===== src/verilog/abs_defines.vh =====
// Purpose: Register offsets, field positions, reset values and timing constants
// Assumes: APB with 32-bit data, one aligned word per register
// Notes:   Definitions only, no logic
`ifndef ABS_DEFINES_VH
`define ABS_DEFINES_VH

// ======================================================================
// Register byte offsets
`define ABS_OFF_MODE      12'h000
`define ABS_OFF_STATUS    12'h004
`define ABS_OFF_TRIGGER   12'h008
`define ABS_OFF_DIVISOR   12'h00c
`define ABS_OFF_ENDPTR    12'h010
`define ABS_OFF_INTERVAL  12'h014
`define ABS_OFF_SHIFT     12'h018
`define ABS_OFF_ADDRCNT   12'h01c
`define ABS_OFF_RAM_BASE  12'h040
`define ABS_OFF_RAM_LAST  12'h07c

// ======================================================================
// Mode control, trigger and status field positions
`define ABS_MODE_ENABLE   7
`define ABS_MODE_AUTO     6
`define ABS_MODE_REPEAT   5
`define ABS_MODE_MASTER   4
`define ABS_MODE_TXEN     3
`define ABS_MODE_RXEN     2
`define ABS_MODE_LSBF     1
`define ABS_TRIG_START    0
`define ABS_TRIG_STOP     1
`define ABS_ST_ACTIVE     0
`define ABS_ST_DONE       1

// ======================================================================
// Reset values
`define ABS_RST_BYTE      8'h00

// ======================================================================
// Timing
`define ABS_CLK_MHZ       250
`define ABS_MAX_KBPS      2000
`define ABS_BRG_PRESC     (((`ABS_CLK_MHZ * 1000) / (`ABS_MAX_KBPS * 32)) + 1)

`endif


===== src/verilog/abs_serial.v =====
// Purpose: Auto-buffered three-wire serial unit with APB register access
// Assumes: Single clock pclk at 250 MHz, external serial clock synchronised
// Notes:   Slave serial clock must be well below pclk/4
//
// What this block does
// - Eight-bit transfers over clock, in, out lines
// - Bit order selectable, MSB or LSB first
// - Thirty-two byte buffer RAM for auto transfers
// - Master rate up to about 10.4 Mbps (250 MHz, prescale 4, ratio 6)
// - Master or slave serial clock selectable
// - Auto run length one to thirty-two bytes
// - Auto inter-byte gap zero to 63 clocks
// - Auto single run or continuous repeat
// - Baud divider ratios 6, 8, 16, 32
// - Completion interrupt output when transfer finishes
// - Shift byte holds data in single mode
// - Writing shift byte in single mode starts one transfer
// - Read shift byte after done gives received data
// - Shift byte whole-byte access, resets zero
// - Address counter tracks buffer position, readable
// - Address counter read-only, zero reset, idle read
// - RAM as sixteen halfword locations, byte lanes
// - Enable clear resets unit, out low, clock high
// - Repeat run clears counter and restarts
// - Active flag high only during transfer
// - Transmit disabled holds data out low
`timescale 1ns/100ps
`include "abs_defines.vh"

module abs_serial
#(
    parameter RAM_BYTES = 32,                 // Buffer RAM size
    parameter BRG_PRESC = `ABS_BRG_PRESC      // Prescale before divider
)
(
    // Clock and reset
    input  wire        pclk,
    input  wire        presetn,
    // APB slave
    input  wire        psel,
    input  wire        penable,
    input  wire        pwrite,
    input  wire [11:0] paddr,
    input  wire [31:0] pwdata,
    input  wire [3:0]  pstrb,
    output reg  [31:0] prdata,
    output wire        pready,
    output wire        pslverr,
    // Serial pins
    input  wire        serial_clock_pin_i,
    output wire        serial_clock_pin_o,
    output wire        serial_clock_pin_oe_n,
    input  wire        serial_in_pin,
    output wire        serial_out_pin,
    // Interrupt
    output wire        transfer_done_irq
);

    // ======================================================================
    // Registers and state
    reg  [7:0]  mode_control_reg_ff;          // Mode bits
    reg  [1:0]  divisor_select_ff;            // Ratio 6/8/16/32
    reg  [4:0]  auto_end_pointer_ff;          // Last buffer index
    reg  [5:0]  auto_interval_setting_ff;     // Gap in pclk cycles
    reg  [7:0]  serial_shift_byte_ff;         // Shift register
    reg  [7:0]  buffer_address_counter_ff;    // Buffer position
    reg         transfer_active_flag_ff;      // Busy
    reg         done_ff;                      // Sticky completion
    reg  [7:0]  ram_ff [0:RAM_BYTES-1];       // Buffer RAM
    reg  [2:0]  bit_cnt_ff;                   // Bits left minus one
    reg  [2:0]  state_ff;                     // One-hot machine
    reg  [5:0]  gap_cnt_ff;                   // Gap counter
    reg  [7:0]  pre_cnt_ff;                   // Prescaler
    reg  [4:0]  div_cnt_ff;                   // Half-period counter
    reg         sck_ff;                       // Master clock level
    reg         sout_ff;                      // Output data bit
    reg  [2:0]  sck_sync_ff;                  // Slave clock sync
    reg  [1:0]  sin_sync_ff;                  // Data in sync
    reg         stop_req_ff;                  // Suspend pending
    integer     i;

    localparam [2:0] ST_IDLE = 3'b001;
    localparam [2:0] ST_SHIFT = 3'b010;
    localparam [2:0] ST_GAP  = 3'b100;

    wire en        = mode_control_reg_ff[`ABS_MODE_ENABLE];
    wire auto_md   = mode_control_reg_ff[`ABS_MODE_AUTO];
    wire repeat_md = mode_control_reg_ff[`ABS_MODE_REPEAT];
    wire master    = mode_control_reg_ff[`ABS_MODE_MASTER];
    wire txen      = mode_control_reg_ff[`ABS_MODE_TXEN];
    wire rxen      = mode_control_reg_ff[`ABS_MODE_RXEN];
    wire lsbf      = mode_control_reg_ff[`ABS_MODE_LSBF];

    // ======================================================================
    // Helpers
    // Half period in prescaled ticks for ratio code
    function [4:0] half_div;
        input [1:0] sel;
        begin
            case (sel)
                2'd0:    half_div = 5'd3;
                2'd1:    half_div = 5'd4;
                2'd2:    half_div = 5'd8;
                default: half_div = 5'd16;
            endcase
        end
    endfunction

    // Bit to send next given order
    function out_bit;
        input [7:0] b;
        input       lsb;
        begin
            out_bit = lsb ? b[0] : b[7];
        end
    endfunction

    // ======================================================================
    // APB decode: zero wait states
    wire acc  = psel & penable;
    wire wr   = acc & pwrite;
    wire is_ram = (paddr >= `ABS_OFF_RAM_BASE) && (paddr <= `ABS_OFF_RAM_LAST);
    wire [3:0] ram_idx = paddr[5:2];
    assign pready  = 1'b1;
    assign pslverr = 1'b0;

    // Read mux, unmapped reads return zero
    always @*
    begin
        prdata = 32'h0000_0000;
        if (paddr == `ABS_OFF_MODE)
            prdata[7:0] = mode_control_reg_ff;
        else if (paddr == `ABS_OFF_STATUS)
            prdata[7:0] = {divisor_select_ff, 4'h0, done_ff, transfer_active_flag_ff};
        else if (paddr == `ABS_OFF_DIVISOR)
            prdata[7:0] = {6'h00, divisor_select_ff};
        else if (paddr == `ABS_OFF_ENDPTR)
            prdata[7:0] = {3'h0, auto_end_pointer_ff};
        else if (paddr == `ABS_OFF_INTERVAL)
            prdata[7:0] = {2'h0, auto_interval_setting_ff};
        else if (paddr == `ABS_OFF_SHIFT)
            prdata[7:0] = serial_shift_byte_ff;
        else if (paddr == `ABS_OFF_ADDRCNT)
            prdata[7:0] = buffer_address_counter_ff;
        else if (is_ram && en)
            prdata[15:0] = {ram_ff[{ram_idx, 1'b1}], ram_ff[{ram_idx, 1'b0}]};
    end

    // ======================================================================
    // Serial clock generation and synchronisers
    wire tick = (pre_cnt_ff == BRG_PRESC[7:0] - 8'h01) &&
                (div_cnt_ff == half_div(divisor_select_ff) - 5'd1);
    wire sck_s = sck_sync_ff[1];
    wire slv_fall = sck_sync_ff[2] & ~sck_s;
    wire slv_rise = ~sck_sync_ff[2] & sck_s;
    wire shifting = (state_ff == ST_SHIFT);
    // Drive edge and sample edge, master or slave
    wire m_fall = master & tick & sck_ff & shifting;
    wire m_rise = master & tick & ~sck_ff & shifting;
    wire do_drive  = master ? m_fall : (slv_fall & shifting);
    wire do_sample = master ? m_rise : (slv_rise & shifting);
    wire sin_s = rxen & sin_sync_ff[1];                    // Reception off reads zero

    assign serial_clock_pin_o    = (master & en) ? sck_ff : 1'b1;
    assign serial_clock_pin_oe_n = ~(master | ~en);
    assign serial_out_pin        = en & txen & sout_ff;
    assign transfer_done_irq     = done_ff;

    // ======================================================================
    // Main sequential logic
    wire start_single = wr && (paddr == `ABS_OFF_SHIFT) && !auto_md;
    wire start_auto = wr && (paddr == `ABS_OFF_TRIGGER) && auto_md &&
                      pwdata[`ABS_TRIG_START];
    wire last_auto  = (buffer_address_counter_ff[4:0] == auto_end_pointer_ff);
    wire [7:0] rx_byte = lsbf ? {sin_s, serial_shift_byte_ff[7:1]}
                              : {serial_shift_byte_ff[6:0], sin_s};
    wire [4:0] cur = buffer_address_counter_ff[4:0];

    always @(posedge pclk or negedge presetn)
    begin
        if (!presetn)
        begin
            mode_control_reg_ff       <= `ABS_RST_BYTE;
            divisor_select_ff         <= 2'd0;
            auto_end_pointer_ff       <= 5'd0;
            auto_interval_setting_ff  <= 6'd0;
            serial_shift_byte_ff      <= `ABS_RST_BYTE;
            buffer_address_counter_ff <= `ABS_RST_BYTE;
            transfer_active_flag_ff   <= 1'b0;
            done_ff                   <= 1'b0;
            bit_cnt_ff                <= 3'd0;
            state_ff                  <= ST_IDLE;
            gap_cnt_ff                <= 6'd0;
            pre_cnt_ff                <= 8'h00;
            div_cnt_ff                <= 5'd0;
            sck_ff                    <= 1'b1;
            sout_ff                   <= 1'b0;
            sck_sync_ff               <= 3'b111;
            sin_sync_ff               <= 2'b00;
            stop_req_ff               <= 1'b0;
            for (i = 0; i < RAM_BYTES; i = i + 1)
                ram_ff[i] <= 8'h00;
        end
        else
        begin
            // Pin synchronisers: first stage feeds only second
            sck_sync_ff <= {sck_sync_ff[1], sck_sync_ff[0], serial_clock_pin_i};
            sin_sync_ff <= {sin_sync_ff[0], serial_in_pin};

            // Register writes; mode bit 0 always reads zero
            if (wr && paddr == `ABS_OFF_MODE)
                mode_control_reg_ff <= {pwdata[7:1], 1'b0};
            if (wr && paddr == `ABS_OFF_DIVISOR && !transfer_active_flag_ff)
                divisor_select_ff <= pwdata[1:0];
            if (wr && paddr == `ABS_OFF_ENDPTR && !transfer_active_flag_ff)
                auto_end_pointer_ff <= pwdata[4:0];
            if (wr && paddr == `ABS_OFF_INTERVAL && !transfer_active_flag_ff)
                auto_interval_setting_ff <= pwdata[5:0];
            if (wr && paddr == `ABS_OFF_TRIGGER && pwdata[`ABS_TRIG_STOP])
                stop_req_ff <= 1'b1;
            // Buffer RAM writes with byte lanes, only when enabled
            if (wr && is_ram && en)
            begin
                if (pstrb[0])
                    ram_ff[{ram_idx, 1'b0}] <= pwdata[7:0];
                if (pstrb[1])
                    ram_ff[{ram_idx, 1'b1}] <= pwdata[15:8];
            end

            // Baud generator free-runs while shifting
            if (!shifting)
            begin
                pre_cnt_ff <= 8'h00;
                div_cnt_ff <= 5'd0;
                sck_ff     <= 1'b1;
            end
            else if (pre_cnt_ff == BRG_PRESC[7:0] - 8'h01)
            begin
                pre_cnt_ff <= 8'h00;
                if (tick)
                begin
                    div_cnt_ff <= 5'd0;
                    sck_ff     <= ~sck_ff;
                end
                else
                    div_cnt_ff <= div_cnt_ff + 5'd1;
            end
            else
                pre_cnt_ff <= pre_cnt_ff + 8'h01;

            // Done flag: set by hardware wins over a clear
            if (wr && paddr == `ABS_OFF_STATUS && pwdata[`ABS_ST_DONE])
                done_ff <= 1'b0;

            // Transfer machine
            case (state_ff)
                ST_IDLE:
                begin
                    if (start_single && !transfer_active_flag_ff)
                    begin
                        serial_shift_byte_ff    <= pwdata[7:0];
                        sout_ff                 <= out_bit(pwdata[7:0], lsbf);
                        transfer_active_flag_ff <= 1'b1;
                        bit_cnt_ff              <= 3'd7;
                        state_ff                <= ST_SHIFT;
                    end
                    else if (start_auto)
                    begin
                        buffer_address_counter_ff <= 8'h00;
                        serial_shift_byte_ff    <= ram_ff[0];
                        sout_ff                 <= out_bit(ram_ff[0], lsbf);
                        transfer_active_flag_ff <= 1'b1;
                        stop_req_ff             <= 1'b0;
                        bit_cnt_ff              <= 3'd7;
                        state_ff                <= ST_SHIFT;
                    end
                end
                ST_SHIFT:
                begin
                    // Drive next bit on falling edge
                    if (do_drive && bit_cnt_ff != 3'd7)
                        sout_ff <= out_bit(serial_shift_byte_ff, lsbf);
                    // Sample on rising edge, shift in
                    if (do_sample)
                    begin
                        serial_shift_byte_ff <= rx_byte;
                        if (bit_cnt_ff == 3'd0)
                        begin
                            if (!auto_md)
                            begin
                                transfer_active_flag_ff <= 1'b0;
                                done_ff  <= 1'b1;
                                state_ff <= ST_IDLE;
                            end
                            else
                            begin
                                ram_ff[cur] <= rx_byte;
                                gap_cnt_ff  <= auto_interval_setting_ff;
                                state_ff    <= ST_GAP;
                            end
                        end
                        else
                            bit_cnt_ff <= bit_cnt_ff - 3'd1;
                    end
                end
                ST_GAP:
                begin
                    if (gap_cnt_ff != 6'd0)
                        gap_cnt_ff <= gap_cnt_ff - 6'd1;
                    else if (last_auto && !repeat_md)
                    begin
                        transfer_active_flag_ff <= 1'b0;
                        done_ff  <= 1'b1;
                        state_ff <= ST_IDLE;
                    end
                    else if (stop_req_ff)
                    begin
                        transfer_active_flag_ff <= 1'b0;
                        stop_req_ff <= 1'b0;
                        buffer_address_counter_ff <= {3'h0, cur + 5'd1};
                        state_ff <= ST_IDLE;
                    end
                    else
                    begin
                        if (last_auto)
                        begin
                            done_ff <= 1'b1;
                            buffer_address_counter_ff <= 8'h00;
                            serial_shift_byte_ff <= ram_ff[0];
                            sout_ff <= out_bit(ram_ff[0], lsbf);
                        end
                        else
                        begin
                            buffer_address_counter_ff <= {3'h0, cur + 5'd1};
                            serial_shift_byte_ff <= ram_ff[cur + 5'd1];
                            sout_ff <= out_bit(ram_ff[cur + 5'd1], lsbf);
                        end
                        bit_cnt_ff <= 3'd7;
                        state_ff   <= ST_SHIFT;
                    end
                end
                default:
                    state_ff <= ST_IDLE;
            endcase

            // Unit disable acts as local reset
            if (!en && !(wr && paddr == `ABS_OFF_MODE && pwdata[`ABS_MODE_ENABLE]))
            begin
                serial_shift_byte_ff      <= `ABS_RST_BYTE;
                buffer_address_counter_ff <= `ABS_RST_BYTE;
                transfer_active_flag_ff   <= 1'b0;
                stop_req_ff               <= 1'b0;
                sout_ff                   <= 1'b0;
                state_ff                  <= ST_IDLE;
            end
        end
    end

endmodule // abs_serial


===== config.mk =====
export PLATFORM = sky130hd
export DESIGN_NAME = abs_serial
export DESIGN_NICKNAME = d
export VERILOG_FILES = /design/src/verilog/abs_serial.v
export VERILOG_INCLUDE_DIRS = /design/src /design/src/verilog
export SDC_FILE = /design/constraint.sdc
export NUM_CORES = 1
export LEC_CHECK = 0
export ABC_AREA = 1
export BUFFER_PORTS_ARGS = -buffer_cell sky130_fd_sc_hd__buf_2
export CAP_MARGIN = 15
export CORE_AREA = 8 8 246 248
export DETAILED_ROUTE_END_ITERATION = 8
export DIE_AREA = 0 0 254 256
export PLACE_DENSITY_LB_ADDON = 0.08
export SLEW_MARGIN = 20
export SYNTH_ARGS = -nofsm -noshare
export SYNTH_HDL_FRONTEND = slang
export SYNTH_SLANG_ARGS = --single-unit
export TNS_END_PERCENT = 1

===== constraint.sdc =====
create_clock -name pclk -period 2.75 [get_ports pclk]
set_input_delay 0.1375 -clock pclk [delete_from_list [all_inputs] [get_ports pclk]]
set_output_delay 0.1375 -clock pclk [all_outputs]
set_load 0.01 [all_outputs]

; ---- Word level (Yosys, flattened, before mapping)
; Index checks and enable logic that the tools add are counted.
[totals]
ff_bits = 327
latch_bits = 0
rom_bits = 0
mem_bits_rw = 0
n_memories = 0
output_inout_bits = 38
[op_classes]
muxes = 134
bitwise = 25
mul = 0
n_div = 0
add_sub_neg = 6
shifts = 0
magnitude_cmp = 9
n_eq_ne = 38
reduce_logical = 49
[op_table]
columns = operator, n
row1 = 256-bit two-way mux, 8
row2 = 256-bit bitwise mux, 3
row3 = 8-bit two-way mux, 39
row4 = 8-bit binary-select mux with 5-bit select, 3
row5 = 8-bit demux with 5-bit select, 3
row6 = 12-bit by 5-bit equality test with 1-bit output (second input constant), 4
row7 = 1-bit two-way mux, 42
row8 = 3-bit two-way mux, 14
row9 = 1-bit logical AND, 28
row10 = 5-bit two-way mux, 5
row11 = 12-bit by 4-bit equality test with 1-bit output (second input constant), 2
row12 = 6-bit >= comparator (second input constant), 4
row13 = 6-bit two-way mux, 4
row14 = 5-bit NOT with 6-bit output, 4
row15 = 8-bit case mux with 3 select lines, 1
row16 = 3-bit != test (second input constant), 7
row17 = 6-bit by 1-bit less-than comparator with 1-bit output (second input constant), 3
row18 = 3-bit case mux with 3 select lines, 2
row19 = 16-bit two-way mux, 1
row20 = 8-bit case mux with 2 select lines, 1
row21 = 1-bit AND, 15
row22 = 5-bit case mux with 3 select lines, 1
row23 = 2-bit != test (second input constant), 7
row24 = 7-bit AND reduction, 2
row25 = 37 further kinds, 58

; ---- Longest topological paths before layout
[logic_depth]
word_depth = 16
mapped_depth = 19
mapped_depth_nobuf = 16

; ---- Worst setup path after synthesis
; OpenSTA, ideal clock, no wires.
[synth_timing]
path_type = register -> register
from = register buffer_address_counter_ff[0]
to = register serial_shift_byte_ff[2]
path_buffers = 4
setup_slack_ns = 0.125
t_required_ns = 2.633
path_stages_with_launch = 17
t_arrival_ns = 2.509
period_less_slack_ns = 2.625
cell_sequence = dfrtp_1 buf_2 inv_2 clkbuf_1 ha_1 clkbuf_1 clkbuf_1 nor2_1 o21ai_0 o211ai_1 nand3_1 nand2_1 o21a_1 o21ai_0 nand2_1 nand2_1 nand2_1
[synth_between]
elab_chain_cells = 11
elab_cells_between_ends = 15
classes_between = add/sub (1) / eq/ne (2) / mux (9) / bitwise (1) / reduce/logical (2)
[synth_rtl]
columns = item, line
row1 = "start, declared", abs_serial.v:66  ; reg [7:0] buffer_address_counter_ff;
row2 = "start signal, assigned", abs_serial.v:188  ; buffer_address_counter_ff <= `ABS_RST_BYTE;
row3 = "start signal, assigned", abs_serial.v:320  ; buffer_address_counter_ff <= {3'h0, cur + 5'd1};
row4 = "start signal, assigned", abs_serial.v:334  ; buffer_address_counter_ff <= {3'h0, cur + 5'd1};
row5 = 5-bit by 1-bit adder with 5-bit output, abs_serial.v:335  ; serial_shift_byte_ff <= ram_ff[cur + 5'd1];
row6 = 5-bit NOT with 6-bit output (implied by the code), abs_serial.v:335
row7 = 8-bit binary-select mux with 5-bit select, abs_serial.v:335
row8 = 8-bit two-way mux (implied by the code) (2 in series), abs_serial.v:335
row9 = 8-bit two-way mux, abs_serial.v:325  ; if (last_auto)
row10 = 8-bit two-way mux, abs_serial.v:316  ; else if (stop_req_ff)
row11 = 8-bit two-way mux, abs_serial.v:310  ; else if (last_auto && !repeat_md)
row12 = 8-bit two-way mux, abs_serial.v:308  ; if (gap_cnt_ff != 6'd0)
row13 = 8-bit case mux with 3 select lines, abs_serial.v:256  ; case (state_ff)
row14 = 8-bit two-way mux, abs_serial.v:347  ; if (!en && !(wr && paddr == `ABS_OFF_MODE && pwdata[`ABS_MODE_ENABLE]))
row15 = "end signal, assigned", abs_serial.v:261  ; serial_shift_byte_ff <= pwdata[7:0];
row16 = "end signal, assigned", abs_serial.v:270  ; serial_shift_byte_ff <= ram_ff[0];
row17 = "end signal, assigned", abs_serial.v:349  ; serial_shift_byte_ff <= `ABS_RST_BYTE;
row18 = "end, declared", abs_serial.v:65  ; reg [7:0] serial_shift_byte_ff;
; Parallel ways exist; a longest one is shown, timed or not. The select of a mux whose other input is x is not followed.
; A chain may end at the register's enable or synchronous reset.

; ---- Worst setup path in the final report
[layout_timing]
from = register ram_ff[253] in the netlist's numbering
to = output port prdata[5]
[layout_between]
elab_chain_cells = 11
[layout_rtl]
columns = item, line
row1 = "start, declared", abs_serial.v:69  ; reg [7:0] ram_ff [0:RAM_BYTES-1];
row2 = "start signal, assigned by index", abs_serial.v:225  ; ram_ff[{ram_idx, 1'b0}] <= pwdata[7:0];
row3 = "start signal, assigned by index", abs_serial.v:227  ; ram_ff[{ram_idx, 1'b1}] <= pwdata[15:8];
row4 = "start signal, assigned by index", abs_serial.v:297  ; ram_ff[cur] <= rx_byte;
row5 = 8-bit binary-select mux with 5-bit select, abs_serial.v:146  ; prdata[15:0] = {ram_ff[{ram_idx, 1'b1}], ram_ff[{ram_idx, 1'b0}]};
row6 = 8-bit two-way mux (implied by the code) (2 in series), abs_serial.v:146
row7 = 16-bit two-way mux, abs_serial.v:145  ; else if (is_ram && en)
row8 = 8-bit two-way mux, abs_serial.v:143  ; else if (paddr == `ABS_OFF_ADDRCNT)
row9 = 8-bit two-way mux, abs_serial.v:141  ; else if (paddr == `ABS_OFF_SHIFT)
row10 = 8-bit two-way mux, abs_serial.v:139  ; else if (paddr == `ABS_OFF_INTERVAL)
row11 = 8-bit two-way mux, abs_serial.v:137  ; else if (paddr == `ABS_OFF_ENDPTR)
row12 = 8-bit two-way mux, abs_serial.v:135  ; else if (paddr == `ABS_OFF_DIVISOR)
row13 = 8-bit two-way mux, abs_serial.v:133  ; else if (paddr == `ABS_OFF_STATUS)
row14 = 8-bit two-way mux, abs_serial.v:131  ; if (paddr == `ABS_OFF_MODE)
row15 = "end, declared", abs_serial.v:46  ; output reg [31:0] prdata,
; Every way passes these cells. The select of a mux whose other input is x is not followed.

==> impl_metrics.csv <==
group,metric,value,unit
outcome,status,"complete, no violations",
grt,grt.total_usage,0.311,
sta,fin_crit_sh,0.960,
die,initial_core_util,0.365,
place,place_congestion,1.00,
clock_network,cts_inserted_buffers,42,
clock_network,clkLatencyLatePin,0.58,ns
sta,hold_viol,0,
grt,grt_pass1_vias,20609,
layout,drive_gt1_frac,0.120,
grt,overflow,0,
logic_synthesis,synth_edf_count,0,
worst_setup_path,path_depth,9,
place,place_ws,0.208,ns
die,core,56800,µm²
worst_setup_path,slowest_delay,0.46,ns
job,drv_cap,0,
logic_synthesis,async_reset_ff_frac,1.00,
sta,setup_tns,0,ns
clock_network,tritoncts,"yes",
place,hpwl,76000,µm
clock_network,cts.clk_slew.worst_paths,0.06,ns
worst_hold_path,hold_path_class,"in -> reg",
clock_network,cts_max_level,2,
logic_synthesis,syn_area,20700,µm²
layout,area.growth.synth_to_final,16.5,%
clock_network,clock_path_buffers,3,
sta,setup_viol,0,
grt,grt_pass1_wl,149000,µm
sta,fin_worst_skew,0.0221,ns
sta,report.final.slew_viol_count,0,
clock_network,cts_root_buffer,"clkbuf_16",
worst_setup_path,start_kind,"flip-flop",
logic_synthesis,syn-mean-instance-area,6.97,µm²
layout,antenna_cells,0,
worst_setup_path,criticalPathCategory,"reg -> out",
die,fp-row-count,88,
grt,grt_max_degree,101,
layout,layout_common_cells,"727 x nand2_1, 424 x o21ai_0, 357 x nor2_1",
sta,hold_slack,0.0381,ns
die,num_io_pins,93,
sta,final.setup.worst_slack,0.110,ns
power,power_density,584,nW/µm²
logic_synthesis,seq_area_frac_synth,0.392,
worst_setup_path,worst-path-buf-inv,2,
place,port_buffers,56,
layout,finish.instance_area,24200,µm²
drt,drtAntennaViolNets,0,
worst_setup_path,worstPathRequired,2.61,ns
drt,dr.pass1.iters,8,
drt,drt-wirelength-per-cell,27.0,µm
die,die_h,256,µm
drt,drt-initial-drc-count,3238,
die,dieArea,65000,µm²
logic_synthesis,synth_cell_type_count,54,
sta,worst_pin_slew,0.962,ns
layout,final_common_cell,"nand2_1",
drt,wirelength,104000,µm
drt,drc_errors,0,
worst_setup_path,cp_max_fo,3,
logic_synthesis,ys.flop_type,"dfrtp_1",
drt,vias,22643,
sta,rsz0062_at_grt,"no",
worst_setup_path,worstRegToRegCells,11,
worst_setup_path,cpLargestDelayFamily,"compound AO/OA/AOI/OAI gates",
place,dpl_cell_area,22600,µm²
sta,min_period,2.64,ns
worst_setup_path,slowest_stage,"dfrtp_1",
layout,final_core_util,0.425,
grt,antenna_found_initial,3,
logic_synthesis,synth_seq_cells,324,
layout,nNetsFinal,3132,
die,die_x,254,µm
worst_setup_path,crit_path_end_kind,"primary output",
drt,avgViaCountPerCell,5.87,
clock_network,cts.sinks,324,
power,ir_worst_vdd,449,µV
sta,slew_headroom,0.358,
logic_synthesis,yosysWarningCount,0,
worst_setup_path,worstPathArrival,2.50,ns
power,p_leak,10.5,nW
place,dpl.cell_count,3773,
power,power.total,14.1,mW
layout,fin_cells,3860,
worst_hold_path,min_path_cells,4,
sta,max_freq,0.379,GHz
worst_setup_path,worstPathCellList,"o22ai_1, o21ai_0, nand2_1, inv_1, nand4_1, o211ai_1, nand2_1, o21ai_0, buf_2",
logic_synthesis,syn_inst,2974,
flip-flops by register name, indices dropped and copies added, names as in the netlist:
name and count:
auto_end_pointer_ff 5, transfer_active_flag_ff 1, divisor_select_ff 2, state_ff 3, sout_ff 1, sck_ff 1
serial_shift_byte_ff 8, buffer_address_counter_ff 5, pre_cnt_ff 8, sin_sync_ff 2, div_cnt_ff 5, stop_req_ff 1
mode_control_reg_ff 7, ram_ff 256, auto_interval_setting_ff 6, gap_cnt_ff 6, sck_sync_ff 3, transfer_done_irq 1
bit_cnt_ff 3
logic make-up (layout without fill, tap and decap cells):
kind of cell	after synthesis	count (layout)	synth area share
compound gates	923	923	0.259
xor+xnor	15	15	0.00634
fa+ha+maj	10	10	0.00604
buf+inv	431	536	0.0874
flops	324	324	0.392
other cells	2	18	0.000362
simple gates	1269	1269	0.249
Yosys cell counts, types with 5 or more instances:
cell type	n	area, µm²
a21oi_1	40	200
a221oi_1	5	43.8
a31oi_1	128	801
buf_1	9	33.8
buf_2	66	330
buf_4	21	158
clkbuf_1	113	424
clkinv_1	7	26.3
dfrtp_1	319	7980
dfstp_2	5	131
ha_1	10	125
inv_1	199	747
inv_2	11	41.3
nand2_1	731	2740
nand2_2	6	37.5
nand3_1	102	510
nand4_1	17	106
nor2_1	357	1340
nor2_2	15	93.8
nor2_4	7	78.8
nor3_1	16	80.1
o211ai_1	138	1040
o21ai_0	426	2130
o21ai_1	44	220
o22ai_1	120	751
xor2_1	12	105
what timing repair did:
action                                 in CTS  in global routing
hold buffers                               14                  0
setup buffers                               0                  1
setup endpoints to repair                   0                  4
resized for setup                           0                  2
endpoints found under the hold margin     131                  0
final cells by class:
| cell class | instances | area [µm²] |
|---|---|---|
| Fill cell | 6006 | 32700 |
| Multi-Input combinational cell | 2235 | 10900 |
| Sequential cell | 324 | 8120 |
| Timing Repair Buffer | 247 | 1940 |
| Clock buffer | 56 | 1200 |
| Tap cell | 765 | 957 |
| Inverter | 217 | 815 |
| Clock inverter | 16 | 199 |
worst register-to-register path: cells and delay by family, from the launching register on:
kind                       cells  cell delay, ns
and+or+nand+nor                7            1.36
adders and majority gates      1            0.22
DFF                            1            0.38
AOI/OAI and AO/OA              3            0.46
layer usage:
layer  GRT usage  up-vias  part of all wire  wire length, µm
li1            -    10298                 -                -
met1       0.452    10774              0.44            45400
met2       0.439     1357              0.41            42700
met3      0.0670      210              0.11            11100
met4       0.127        4             0.046             4830
met5           0        -           0.00053               55
worst paths after layout:
check / from / endpoint / slack, ns
setup / recovery: ram_ff[253]$_DFF_PN0_ / prdata[5] / 0.11
hold / removal: pwdata[1] / transfer_done_irq$_DFF_PN0_ / 0.04
setup reg to reg: pre_cnt_ff[0]$_DFF_PN0_ / ram_ff[72]$_DFF_PN0_ / 0.21
hold reg to reg: sin_sync_ff[0]$_DFF_PN0_ / sin_sync_ff[1]$_DFF_PN0_ / 0.35
max in group asynchronous: presetn / ram_ff[147]$_DFF_PN0_ / 1.75
min in group asynchronous: presetn / pre_cnt_ff[3]$_DFF_PN0_ / 0.16
power by group:
group          total, mW  switching, mW  internal (mW)
registers           5.08          0.138           4.94
clock network       5.75           2.31           3.44
logic               3.27           2.59          0.682
total               14.1           5.04           9.06
No activity file was read; power rests on OpenSTA's default activity.
